===== src/rtl/gpdio_pkg.sv =====
// constants shared by the pin data register block
package gpdio_pkg;
   localparam int GPDIO_PINS = 16;
   localparam int GPDIO_AW = 12;
   // ----------------------------------------------------------------
   // register offsets
   // ----------------------------------------------------------------
   localparam logic [11:0] GPDIO_UPPER_IN_OFS = 12'h640;
   localparam logic [11:0] GPDIO_LOWER_OUT_OFS = 12'h644;
   // ----------------------------------------------------------------
   // reset values and field layout
   // ----------------------------------------------------------------
   localparam logic [15:0] GPDIO_UPPER_IN_RST = 16'hAAAA;
   localparam logic [15:0] GPDIO_LOWER_OUT_RST = 16'h0000;
   localparam logic [15:0] GPDIO_RSVD_HI = 16'h0000;
   localparam logic [31:0] GPDIO_UNMAPPED = 32'h0000_0000;
   localparam logic GPDIO_DIR_OUT = 1'b1;
   localparam int GPDIO_DIR_BIT = 1;
   localparam int GPDIO_SYNC_STAGES = 3;
endpackage


===== src/rtl/gpdio_sync_if.sv =====
// carrier for synchronised pin levels between the block's modules
`timescale 1ns/100ps
`default_nettype none
interface gpdio_sync_if #(parameter int W = 16);
   logic [W-1:0] level;
   modport src (output level);
   modport dst (input level);
endinterface
`default_nettype wire


===== src/rtl/gpdio_pin_sync.sv =====
// three-stage pin synchroniser with agreement filter
`timescale 1ns/100ps
`default_nettype none
module gpdio_pin_sync #(
   parameter int W = 16,
   parameter logic [15:0] RST_LEVEL = gpdio_pkg::GPDIO_UPPER_IN_RST
) (
   input wire logic clk,
   input wire logic rst,
   input wire logic [W-1:0] pin_in,
   gpdio_sync_if.src sync
);
   import gpdio_pkg::*;
   logic [W-1:0] stage1;
   logic [W-1:0] stage2;
   logic [W-1:0] stage3;

   if (W < 1 || W > 16) begin : g_bad_w
      $error("gpdio_pin_sync: W must be 1..16");
   end

   // ----------------------------------------------------------------
   // synchroniser chain
   // ----------------------------------------------------------------
   always_ff @(posedge clk or posedge rst) begin
      if (rst) begin
         stage1 <= RST_LEVEL[W-1:0];
         stage2 <= RST_LEVEL[W-1:0];
         stage3 <= RST_LEVEL[W-1:0];
      end else begin
         stage1 <= pin_in;
         stage2 <= stage1;
         stage3 <= stage2;
      end
   end

   // per bit: accept once second and third stage agree
   always_ff @(posedge clk or posedge rst) begin
      if (rst) begin
         sync.level <= RST_LEVEL[W-1:0];
      end else begin
         sync.level <= (stage3 & ~(stage2 ^ stage3)) | (sync.level & (stage2 ^ stage3));
      end
   end

   a_level_from_pin: assert property (@(posedge clk) disable iff (rst)
      ((sync.level ^ $past(sync.level)) & (sync.level ^ $past(pin_in, 4))) == '0)
      else $error("accepted level does not match pin four cycles back");
endmodule // gpdio_pin_sync
`default_nettype wire


===== src/rtl/gpdio_data_regs.sv =====
// pin data registers: upper-pin input levels, lower-pin output levels
`timescale 1ns/100ps
`default_nettype none
module gpdio_data_regs #(
   parameter int PINS = gpdio_pkg::GPDIO_PINS
) (
   input wire logic clk,
   input wire logic rst,
   input wire logic [gpdio_pkg::GPDIO_AW-1:0] cfg_addr,
   input wire logic cfg_wr,
   input wire logic cfg_rd,
   input wire logic [31:0] cfg_wdata,
   output logic [31:0] cfg_rdata,
   output logic cfg_rvalid,
   input wire logic [31:0] lower_dir,
   input wire logic [31:0] upper_dir,
   input wire logic [PINS-1:0] upper_pin_in,
   output logic [PINS-1:0] lower_pin_out,
   output logic [PINS-1:0] lower_pin_oe
);
   import gpdio_pkg::*;

   if (PINS != GPDIO_PINS) begin : g_bad_pins
      $error("gpdio_data_regs: PINS must be 16");
   end

   // ----------------------------------------------------------------
   // direction decode
   // ----------------------------------------------------------------
   // picks bit 2n+1 of a direction word for each pin n
   function automatic logic [15:0] dir_is_out(input logic [31:0] dir);
      logic [15:0] res;
      res = '0;
      for (int n = 0; n < 16; n++) begin
         res[n] = (dir[2*n+GPDIO_DIR_BIT] == GPDIO_DIR_OUT);
      end
      return res;
   endfunction

   logic [15:0] upper_out_mask;
   logic [15:0] lower_out_mask;
   assign upper_out_mask = dir_is_out(upper_dir);
   assign lower_out_mask = dir_is_out(lower_dir);

   // ----------------------------------------------------------------
   // input synchroniser
   // ----------------------------------------------------------------
   // pins are asynchronous to clk: a level counts once two stages agree
   gpdio_sync_if #(.W(PINS)) upper_sync ();

   gpdio_pin_sync #(
      .W(PINS),
      .RST_LEVEL(GPDIO_UPPER_IN_RST)
   ) u_upper_sync (
      .clk(clk),
      .rst(rst),
      .pin_in(upper_pin_in),
      .sync(upper_sync)
   );

   // output pins read zero whatever the board puts on them
   logic [15:0] upper_in_view;
   assign upper_in_view = upper_sync.level & ~upper_out_mask;

   // ----------------------------------------------------------------
   // lower output data register and pin drive
   // ----------------------------------------------------------------
   logic wr_lower_out;
   assign wr_lower_out = cfg_wr && (cfg_addr == GPDIO_LOWER_OUT_OFS);

   always_ff @(posedge clk or posedge rst) begin
      if (rst) begin
         lower_pin_out <= GPDIO_LOWER_OUT_RST;
      end else if (wr_lower_out) begin
         lower_pin_out <= cfg_wdata[15:0];
      end
   end

   // drive enable lags the direction word by one clock
   always_ff @(posedge clk or posedge rst) begin
      if (rst) begin
         lower_pin_oe <= '0;
      end else begin
         lower_pin_oe <= lower_out_mask;
      end
   end

   // ----------------------------------------------------------------
   // register read port
   // ----------------------------------------------------------------
   // a read and a write in one cycle return the old value
   logic [31:0] next_rdata;
   always_comb begin
      unique case (cfg_addr)
         GPDIO_UPPER_IN_OFS: next_rdata = {GPDIO_RSVD_HI, upper_in_view};
         GPDIO_LOWER_OUT_OFS: next_rdata = {GPDIO_RSVD_HI, lower_pin_out};
         default: next_rdata = GPDIO_UNMAPPED;
      endcase
   end

   always_ff @(posedge clk or posedge rst) begin
      if (rst) begin
         cfg_rdata <= GPDIO_UNMAPPED;
      end else if (cfg_rd) begin
         cfg_rdata <= next_rdata;
      end
   end

   always_ff @(posedge clk or posedge rst) begin
      if (rst) begin
         cfg_rvalid <= 1'b0;
      end else begin
         cfg_rvalid <= cfg_rd;
      end
   end

   // ----------------------------------------------------------------
   // checks
   // ----------------------------------------------------------------
   // each check but a_write_drives looks one clock after the request that it guards; a_write_drives looks two clocks after
   a_out_pin_zero: assert property (@(posedge clk) disable iff (rst)
      cfg_rd && cfg_addr == GPDIO_UPPER_IN_OFS
      |=> (cfg_rdata[15:0] & $past(upper_out_mask)) == 16'h0000)
      else $error("upper input bit not zero for an output pin");

   a_in_pin_level: assert property (@(posedge clk) disable iff (rst)
      cfg_rd && cfg_addr == GPDIO_UPPER_IN_OFS && upper_dir == 32'h0000_0000
      |=> cfg_rdata[15:0] == $past(upper_sync.level))
      else $error("upper input bit does not show the pin level");

   a_dir_odd_bit: assert property (@(posedge clk) disable iff (rst)
      cfg_rd && cfg_addr == GPDIO_UPPER_IN_OFS && upper_dir == 32'h5555_5555
      |=> cfg_rdata[15:0] == $past(upper_sync.level))
      else $error("even direction bit wrongly treated as direction");

   a_write_drives: assert property (@(posedge clk) disable iff (rst)
      wr_lower_out ##1 !wr_lower_out[*2]
      |-> lower_pin_out == $past(cfg_wdata[15:0], 2))
      else $error("written output value not held on the pins");

   a_oe_follows_dir: assert property (@(posedge clk) disable iff (rst)
      lower_dir == 32'hAAAA_AAAA ##1 lower_dir == 32'hAAAA_AAAA
      |-> lower_pin_oe == 16'hFFFF)
      else $error("pin not driven though direction selects output");

   a_rsvd_read_zero: assert property (@(posedge clk) disable iff (rst)
      cfg_rd |=> cfg_rvalid && cfg_rdata[31:16] == 16'h0000)
      else $error("reserved upper bits read non-zero");

   a_out_stored: assert property (@(posedge clk) disable iff (rst)
      wr_lower_out |=> lower_pin_out == $past(cfg_wdata[15:0]))
      else $error("written output value not stored");

   a_out_kept: assert property (@(posedge clk) disable iff (rst)
      !wr_lower_out |=> $stable(lower_pin_out))
      else $error("output value changed without a write to it");

   a_ro_write_ignored: assert property (@(posedge clk) disable iff (rst)
      cfg_wr && cfg_addr == GPDIO_UPPER_IN_OFS |=> $stable(lower_pin_out))
      else $error("write to the read-only register had an effect");

   a_lower_readback: assert property (@(posedge clk) disable iff (rst)
      cfg_rd && cfg_addr == GPDIO_LOWER_OUT_OFS
      |=> cfg_rdata == {16'h0000, $past(lower_pin_out)})
      else $error("output register does not read back its value");

   a_unmapped_zero: assert property (@(posedge clk) disable iff (rst)
      cfg_rd && cfg_addr != GPDIO_UPPER_IN_OFS && cfg_addr != GPDIO_LOWER_OUT_OFS
      |=> cfg_rdata == 32'h0000_0000)
      else $error("unmapped offset did not read zero");

   a_rvalid_pulse: assert property (@(posedge clk) disable iff (rst)
      !cfg_rd |=> !cfg_rvalid)
      else $error("read valid without a read");

   a_rdata_held: assert property (@(posedge clk) disable iff (rst)
      !cfg_rd |=> $stable(cfg_rdata))
      else $error("read data changed without a read");

   a_upper_all_out: assert property (@(posedge clk) disable iff (rst)
      cfg_rd && cfg_addr == GPDIO_UPPER_IN_OFS && upper_dir == 32'hAAAA_AAAA
      |=> cfg_rdata == 32'h0000_0000)
      else $error("all-output upper pins did not read zero");

   a_dir_even_ignored: assert property (@(posedge clk) disable iff (rst)
      lower_dir == 32'h5555_5555 |=> lower_pin_oe == 16'h0000)
      else $error("even direction bit wrongly enabled a pin");

   // ----------------------------------------------------------------
   // per-pin checks against the direction words and the written data
   // ----------------------------------------------------------------
   for (genvar n = 0; n < PINS; n++) begin : g_pin_chk
      a_upper_out_zero: assert property (@(posedge clk) disable iff (rst)
         cfg_rd && cfg_addr == GPDIO_UPPER_IN_OFS && upper_dir[2*n+GPDIO_DIR_BIT]
         |=> cfg_rdata[n] == 1'b0)
         else $error("upper output pin does not read zero");

      a_upper_in_level: assert property (@(posedge clk) disable iff (rst)
         cfg_rd && cfg_addr == GPDIO_UPPER_IN_OFS && !upper_dir[2*n+GPDIO_DIR_BIT]
         |=> cfg_rdata[n] == $past(upper_sync.level[n]))
         else $error("upper input pin does not read its level");

      a_oe_pin_dir: assert property (@(posedge clk) disable iff (rst)
         !$past(rst) |-> lower_pin_oe[n] == $past(lower_dir[2*n+GPDIO_DIR_BIT]))
         else $error("pin drive does not follow its direction bit");

      a_pin_bit_stored: assert property (@(posedge clk) disable iff (rst)
         wr_lower_out |=> lower_pin_out[n] == $past(cfg_wdata[n]))
         else $error("written bit not stored for its pin");
   end
endmodule // gpdio_data_regs
`default_nettype wire


===== config.mk =====
export PLATFORM = sky130hd
export DESIGN_NAME = gpdio_data_regs
export DESIGN_NICKNAME = d
export VERILOG_FILES = /design/src/rtl/gpdio_pkg.sv /design/src/rtl/gpdio_sync_if.sv /design/src/rtl/gpdio_pin_sync.sv /design/src/rtl/gpdio_data_regs.sv
export SDC_FILE = /design/constraint.sdc
export NUM_CORES = 1
export LEC_CHECK = 0
export ABC_AREA = 1
export BUFFER_PORTS_ARGS = -buffer_cell sky130_fd_sc_hd__buf_2
export CAP_MARGIN = 15
export CORE_MARGIN = 10
export CORE_UTILIZATION = 46
export CTS_CLUSTER_DIAMETER = 30
export DETAILED_ROUTE_END_ITERATION = 6
export GPL_ROUTABILITY_DRIVEN = 0
export PLACE_DENSITY = 0.79
export SYNTH_ARGS = -nofsm -noshare
export SYNTH_HDL_FRONTEND = slang
export SYNTH_SLANG_ARGS = --single-unit

===== constraint.sdc =====
create_clock -name clk -period 3.8 [get_ports clk]
set_input_delay 0.19 -clock clk [delete_from_list [all_inputs] [get_ports clk]]
set_output_delay 0.19 -clock clk [all_outputs]
set_load 0.1 [all_outputs]

After elaboration in Yosys (flattened, before gate mapping)
Index checks and enable logic that the tools add are counted.
{ "totals": {"word_cells": 19, "mem_bits_ro": 0, "latch_bits": 0, "in_bits": 128, "output_inout_bits": 65, "mem_count": 0, "ff_bits": 129, "mem_bits_rw": 0} }
{ "classes": {"eq_ne": 2, "addsub": 0, "magnitude_cmp": 0, "shift": 0, "n_reduce_logical": 1, "div_mod_pow": 0, "n_mux": 1, "mul": 0, "bitwise": 7} }
{ "op_table": {"columns": ["operator", "n"], "rows": [
  ["$and 16x16->16", 3],
  ["$not 16->16", 2],
  ["$pmux 16 s2", 1],
  ["$eq 12x11->1 const B", 2],
  ["$or 16x16->16", 1],
  ["$xor 16x16->16", 1],
  ["$logic_and 1x1->1", 1]
]} }

Logic depth before layout (Yosys ltp)
Gate-level depths: netlist of run 1.
{ "depth": {"depth_word": 4, "mapped_depth": 9} }

Modules after synthesis
Synthesis of run 1 repeated with hierarchy kept, for this count alone.
{ "unflattened": {"cells_unflattened": 404, "hier_area_um2": 4175.3} }
{ "modules_own_cells": {"columns": ["module", "instances", "area_each_um2", "cells_per_inst"], "rows": [
  ["gpdio_data_regs", 1, 2269.7, 275],
  ["gpdio_pin_sync", 1, 1905.6, 129]
]} }

Least setup slack after synthesis of run 1
Ideal clock, no wire load.
{ "synth_path": {"path_type": "register to register", "start": "register lower_pin_out[0]", "end": "register cfg_rdata[0]", "path_buffers": 0, "stages_incl_launch_ff": 5, "arrival_ps": 1234, "slack_ps": 2498, "synth_period_minus_slack_ps": 1302, "cell_sequence": "dfrtp_1 -> nand3_1 -> nand2_1 -> nand2_1 -> nand2_1"} }
{ "synth_between": {"elab_chain_cells": 1} }
{ "synth_rtl": {"columns": ["element", "line", "text"], "rows": [
  ["from (decl)", "gpdio_data_regs.sv:18", "output logic [PINS-1:0] lower_pin_out,"],
  ["from (signal assigned)", "gpdio_data_regs.sv:75", "lower_pin_out <= cfg_wdata[15:0];"],
  ["$pmux 16 s2", "gpdio_data_regs.sv:94", "unique case (cfg_addr)"],
  ["to (signal assigned)", "gpdio_data_regs.sv:105", "cfg_rdata <= next_rdata;"],
  ["to (decl)", "gpdio_data_regs.sv:13", "output logic [31:0] cfg_rdata,"]
]} }
Every way passes these cells.
A chain may end at the register's enable or synchronous reset.

Worst setup path in the final report of run 1
{ "layout_path": {"start": "register lower_pin_out[10]", "end": "output lower_pin_out[10]"} }
No word-level cell between the ends.

==> metrics.txt, run 1 <==
number of cells on the worst hold path=6; number of max-cap violations=0; Final setup violation count=0; count of placed standard cells in the final layout, fillers left out=664; DR WL/cell=15.4 um; depth of the most critical reg-to-reg path=6; TritonCTS clock tree=done; residual overflow from global routing=0; top-level I/O count=193; worst-path fanout max=3; post-route fraction of the period consumed by the critical path=between 40% and 50%; worst slack on hold paths=35.5 ps; post-synthesis instance area=4060 sq um; Mapped Avg Cell Area=roughly 11 sq um; Slew Limit Fails=0; number of buffers inserted by port buffering=128; Post-Layout Inst Area=between 5000 and 6000 sq um; FF-to-FF setup slack=about 2800 ps; final critical path time including I/O delays and setup=1530 ps; cell with the biggest individual delay on the critical path=buf_2; Routed Antenna Nets=0; kind of launch point of the worst setup path=flip-flop; sequence of cells on the critical path=buf_2; initial DRC count=111; first-pass iteration count of the detailed router=4; Worst EP arrival=1340 ps; WS Path Type=flip-flop to output port; number of clock sinks=between 100 and 150; class of the tightest hold or removal check=primary input to flip-flop; total cell area at the placement stage=4740 sq um; kind of cell adding the most delay to the critical path=buffers and inverters; clock edge transition at the registers on the reported setup and hold paths=~60 ps; critical hold path startpoint=upper_dir[1]; clock latency at the later pin of the worst-skew pair=500 ps; register cell area after layout=2870 sq um; synthesis-stage register bit count=113; fraction of synthesized cell area taken by the top area cell type=about half; vias per cell=4.67; Synth Flop Type=dfrtp_1; number of synthesis warnings=0; number of antenna violations at the first check in global routing=1; total area of multi-input combinational cells=995 sq um; final WL=10200 um; cell with the most instances after synthesis=nand2_1; type of element capturing the critical path=output port; measured slew at the worst slew-check pin=562 ps; highest achievable clock rate=0.653 GHz; RSZ-0062 raised after global routing=false; Horiz. Die Dim=roughly 110 um; most area-consuming cells after synthesis=dfrtp_1 (50%), dfstp_2 (21%), nand2_1 (10%); status=complete, no violations; cell total after placement=581; standby leakage power=around 3.1 nW; worst-case vdd ir drop=between 0.0004 and 0.0005 V; number of synthesized flops with an enable pin=0; cell accounting for the most synthesized area=dfrtp_1; largest net degree at the start of global routing=49; synthesis-to-finish area growth=43.0%; Tot Pwr=between 0.003 and 0.004 W; tightest slew margin relative to the limit=62.6%; setup TNS after final layout=0 ps; commonest cells in the synthesized netlist=nand2_1 (113), dfrtp_1 (81), nand3_1 (33), dfstp_2 (32), inv_1 (20); total routing resource utilization after global routing=15.8%; post-detailed-route DRC marker count=0; final-layout fill cell count=roughly 620; worst reg2reg path endpoint=cfg_rdata[9]$_DFFE_PP0P_; count of mapped cells out of synthesis=between 300 and 400; net count reported at finish=670; TritonCTS Buffers=17; vias in the first global route=3319; DIE AREA=13000 sq um; Clock H-tree levels=4; post-CTS setup repair buffer count=0; wire length of the first global-routing pass=16100 um; maximum cell stage delay along the critical path=460 ps; overall via count from detail_route=3102; Chip Height=114 um; proportion of synthesized flip-flops having asynchronous set or reset=100%; Placement Rows=34; half-perimeter wire length of the detailed placement result=slightly below 7000 um; Worst EP required=about 3600 ps; Fin. Hold Viols=0; layout cell share with drive strength beyond 1=37.1%; root buf cell=clkbuf_8; destination of the worst hold path=cfg_rdata[0]$_DFFE_PP0P_; final worst clock skew=6.88 ps; maximum number of buffers from clock root to sink=2; core region area=between 8000 and 9000 sq um; effective utilization at floorplan=46.8%; part of the Yosys area used for sequential elements=70.6%; Buffers & Inverters on Critical Path=1; power density over cell area=532 nW/um^2; Yosys cell types=19
==> layout by cell type, fill, tap and decap left out, drive strengths merged <==
master       count
buf            130
nand2          116
dfrtp           81
dlygate4sd3     50
nand3           33
dfstp           32
nor2            26
inv             24
clkbuf          20
maj3            16
conb            16
clkinvlp         5
clkinv           3
bufinv           2
diode            1
nand4            1
==> cell families after synthesis <==
| group | count (synthesis) | synth area share [%] |
|---|---|---|
| other | 1 | 0.0923 |
| adder cells (fa/ha/maj) | 16 | 3.94 |
| buffers and inverters | 48 | 6.34 |
| flip-flops | 113 | 70.6 |
| AND/OR/NAND/NOR | 176 | 19.1 |
==> metal layers <==
layer  up-vias  wire length [um]  global-route usage (%)
li1       1450                 -                       -
met1      1464              3780                    16.1
met2       149              5130                    26.0
met4         0               552                    13.2
met3        39               739                    4.99
met5         -                 0                       0
==> report_power, final <==
part,total [W],switching [W],internal [W]
logic,0.000308,0.000219,0.0000891
registers,0.00130,0.0000235,0.00127
clock network,0.00148,0.000533,0.000950
total,0.00309,0.000776,0.00231
==> area by class of cell <==
type                       count  share of cell area [%]
tap                          108                    2.33
timing repair buffer         180                    19.9
clock inverter                12                    2.30
clock buffer                  20                    7.49
multi-input combinational    208                    17.1
antenna                        1                  0.0431
inverter                      22                    1.46
sequential                   113                    49.4
==> how the worst max path moves through the flow <==
| stage | slack (ps) | cells past startpoint | end | from |
|---|---|---|---|---|
| final | 2270 | 1 | lower_pin_out[10] | lower_pin_out[10]$_DFFE_PP0P_ |
| after global placement | 2250 | 8 | lower_pin_out[1]$_DFFE_PP0P_ | cfg_addr[8] |
| after global routing | 2220 | 1 | lower_pin_out[1] | lower_pin_out[1]$_DFFE_PP0P_ |
| after floorplan | 680 | 1 | async pin | rst |
| after CTS | 2250 | 1 | lower_pin_out[1] | lower_pin_out[1]$_DFFE_PP0P_ |
| after detailed placement | 2180 | 8 | lower_pin_out[15]$_DFFE_PP0P_ | cfg_addr[8] |
==> per-stage QoR <==
step                util (%)  setup WS, ps
finish                  67.0          2270
floorplan                  -           676
detailed placement      54.6          2180
CTS                     66.9          2250
global placement        54.6          2250
global route            67.0          2220
==> timing repair <==
item / 4_1_cts / 5_1_grt
hold buffers: 50 / 0
resized for setup: 0 / 0
hold endpoints to repair: 77 / 0
Power figures use the tool's default switching activity.
==> run 2, diff against run 1 <==
--- a/config.mk
+++ b/config.mk
@@ -5,15 +5,15 @@
 export SDC_FILE = /design/constraint.sdc
 export NUM_CORES = 1
 export LEC_CHECK = 0
-export ABC_AREA = 1
+export ABC_AREA = 0
 export BUFFER_PORTS_ARGS = -buffer_cell sky130_fd_sc_hd__buf_2
 export CAP_MARGIN = 15
 export CORE_MARGIN = 10
-export CORE_UTILIZATION = 46
+export CORE_UTILIZATION = 41
 export CTS_CLUSTER_DIAMETER = 30
 export DETAILED_ROUTE_END_ITERATION = 6
 export GPL_ROUTABILITY_DRIVEN = 0
-export PLACE_DENSITY = 0.79
+export PLACE_DENSITY = 0.76
 export SYNTH_ARGS = -nofsm -noshare
 export SYNTH_HDL_FRONTEND = slang
 export SYNTH_SLANG_ARGS = --single-unit
==> constraint.sdc (replaced) <==
create_clock -name clk -period 1.24 [get_ports clk]
set_input_delay 0.062 -clock clk [delete_from_list [all_inputs] [get_ports clk]]
set_output_delay 0.062 -clock clk [all_outputs]
set_load 0.1 [all_outputs]
==> run 2 against run 1 <==
Effect of this change: non-clock buffer count rose by 24; highest routed layer unchanged; first-iteration DRC count down 3.6%; setup slack got worse by 2200 ps; synthesized area decreased by 4.5%; via count fell by 13%; design area rose by 7.0%; flip-flop and latch count unchanged; clock skew up 2.2 ps; largest power group unchanged.
==> metrics.txt, run 2 <==
Chip Height=117 um; half-perimeter wire length of the detailed placement result=6280 um; commonest cells in the synthesized netlist=dfrtp_1 (81), dfstp_2 (32); core region area=9240 sq um; worst-path fanout max=3; Worst EP arrival=1150 ps; residual overflow from global routing=0; proportion of synthesized flip-flops having asynchronous set or reset=100%; number of max-cap violations=0; number of antenna violations at the first check in global routing=1; post-synthesis instance area=3880 sq um; post-detailed-route DRC marker count=0; vias per cell=around 4.5; layout cell share with drive strength beyond 1=47.5%; Slew Limit Fails=0; maximum cell stage delay along the critical path=a little over 400 ps; final WL=10200 um; Routed Antenna Nets=0; most area-consuming cells after synthesis=dfrtp_1 (52%), dfstp_2 (22%), maj3_1 (4.1%); number of clock sinks=113; largest net degree at the start of global routing=70; Synth Flop Type=dfrtp_1; cell with the most instances after synthesis=dfrtp_1; setup slack of the critical path after layout=about 33 ps; first-pass iteration count of the detailed router=5; type of element capturing the critical path=output port; Buffers & Inverters on Critical Path=1; vias in the first global route=roughly 3100; count of mapped cells out of synthesis=243; part of the Yosys area used for sequential elements=73.9%; final critical path time including I/O delays and setup=~1200 ps; number of buffers inserted by port buffering=128; DR WL/cell=roughly 17 um; DIE AREA=~14000 sq um; Mapped Avg Cell Area=16.0 sq um; Final setup violation count=0; clock latency at the later pin of the worst-skew pair=490 ps; final-layout fill cell count=669; initial DRC count=107; standby leakage power=2.90 nW; class of the tightest hold or removal check=primary input to flip-flop; Yosys cell types=23; Horiz. Die Dim=~120 um; wire length of the first global-routing pass=approximately 16000 um; cell accounting for the most synthesized area=dfrtp_1; worst-case vdd ir drop=~0.0012 V; kind of cell adding the most delay to the critical path=flip-flops; overall via count from detail_route=2684; TritonCTS Buffers=17; cell with the biggest individual delay on the critical path=dfrtp_1; total area of multi-input combinational cells=901 sq um; post-route fraction of the period consumed by the critical path=a little over nine tenths; Placement Rows=35; final worst clock skew=9.04 ps; power density over cell area=approximately 1600 nW/um^2; effective utilization at floorplan=a little over two fifths; status=complete, no violations; synthesis-stage register bit count=113; maximum number of buffers from clock root to sink=2; Clock H-tree levels=4; highest achievable clock rate=0.828 GHz; fraction of synthesized cell area taken by the top area cell type=52.2%; most common library cell in the layout ignoring fill and taps=dfrtp_1; Tot Pwr=0.00982 W; net count reported at finish=584; number of synthesized flops with an enable pin=0; register cell area after layout=2870 sq um; top-level I/O count=between 150 and 200; WS Path Type=flip-flop to output port; synthesis-to-finish area growth=60.1%; highest-count cells in the layout ignoring fill and taps=dfrtp_1 (81), buf_2 (79), dlygate4sd3_1 (66), dfstp_2 (32), buf_6 (29); Fin. Hold Viols=0; TritonCTS clock tree=done; root buf cell=clkbuf_8; post-place setup slack=-69.1 ps; number of synthesis warnings=0; sequence of cells on the critical path=buf_6; total routing resource utilization after global routing=14.7%; clock edge transition at the registers on the reported setup and hold paths=50 ps; Worst EP required=around 1200 ps; kind of launch point of the worst setup path=flip-flop
-- run 2: path summary, 6_finish.rpt --
path                                                   from                           endpoint  slack [ps]  cells after the start
max                            lower_pin_out[6]$_DFFE_PP0P_                   lower_pin_out[6]          30                      1
min                                             cfg_addr[0]          cfg_rdata[15]$_DFFE_PP0P_          80                      5
max reg2reg                                       flip-flop           cfg_rdata[3]$_DFFE_PP0P_         120                      3
min reg2reg                u_upper_sync.stage1[2]$_DFF_PP0_   u_upper_sync.stage2[2]$_DFF_PP0_         350                      0
max in group asynchronous                               rst  u_upper_sync.stage3[15]$_DFF_PP1_         600                      4
min in group asynchronous                               rst          lower_pin_oe[4]$_DFF_PP0_         260                      4
-- run 2: per-stage QoR --
stage | hold slack (ps) | area (sq um) | TNS (ps) | cells | utilization, %
2_1_floorplan | 66.5 | 3940 | -15810 | 258 | -
3_3_place_gp | 165 | 4710 | -553 | 500 | 50.9
3_5_place_dp | 169 | 4710 | -1320 | 500 | 50.9
4_1_cts | 52.2 | 6150 | 0 | 598 | 66.5
5_1_grt | 79.7 | 6220 | -11.4 | 599 | 67.3
6_report | 84.8 | 6220 | 0 | 599 | 67.3
-- run 2: report_power, final --
group	leakage (nW)	switching, W	internal (W)
clock	0.287	0.00163	0.00317
sequential	1.35	0.0000754	0.00391
combinational	1.26	0.000677	0.000360
-- run 2: metal layers --
metal / GRT usage [%] / vias to the layer above / wire (um)
met5: 0 / - / 0
met4: 5.24 / 0 / 170
met3: 7.15 / 14 / 701
met2: 25.3 / 105 / 5320
met1: 15.2 / 1324 / 4010
li1: - / 1241 / -
-- run 2: final cells by class --
type | instances | area share, %
multi-input combinational | 118 | 14.5
inverter | 2 | 0.181
sequential | 113 | 46.1
clock buffer | 20 | 7.16
tap | 129 | 2.60
antenna | 1 | 0.0402
timing repair buffer | 204 | 26.9
clock inverter | 12 | 2.54
-- run 2: worst reg2reg max path, stage by stage (launching register included) --
cell	delay, ps
dfstp_2	530
nor3b_1	230
a21oi_1	70
o31ai_1	190
-- run 2: kinds of logic after synthesis --
family	synth area share (%)
DFF	73.9
and+or+nand+nor	6.70
AOI/OAI and AO/OA	5.22
buffers and inverters	4.38
muxes	5.61
adders and majority gates	4.12
other	0.0966
-- run 2: timing repair --
action                     4_1_cts  5_1_grt
setup buffers                    0        0
hold buffers                    66        0
resized for setup               63       18
hold endpoints to repair       161        0
setup endpoints to repair       49       17
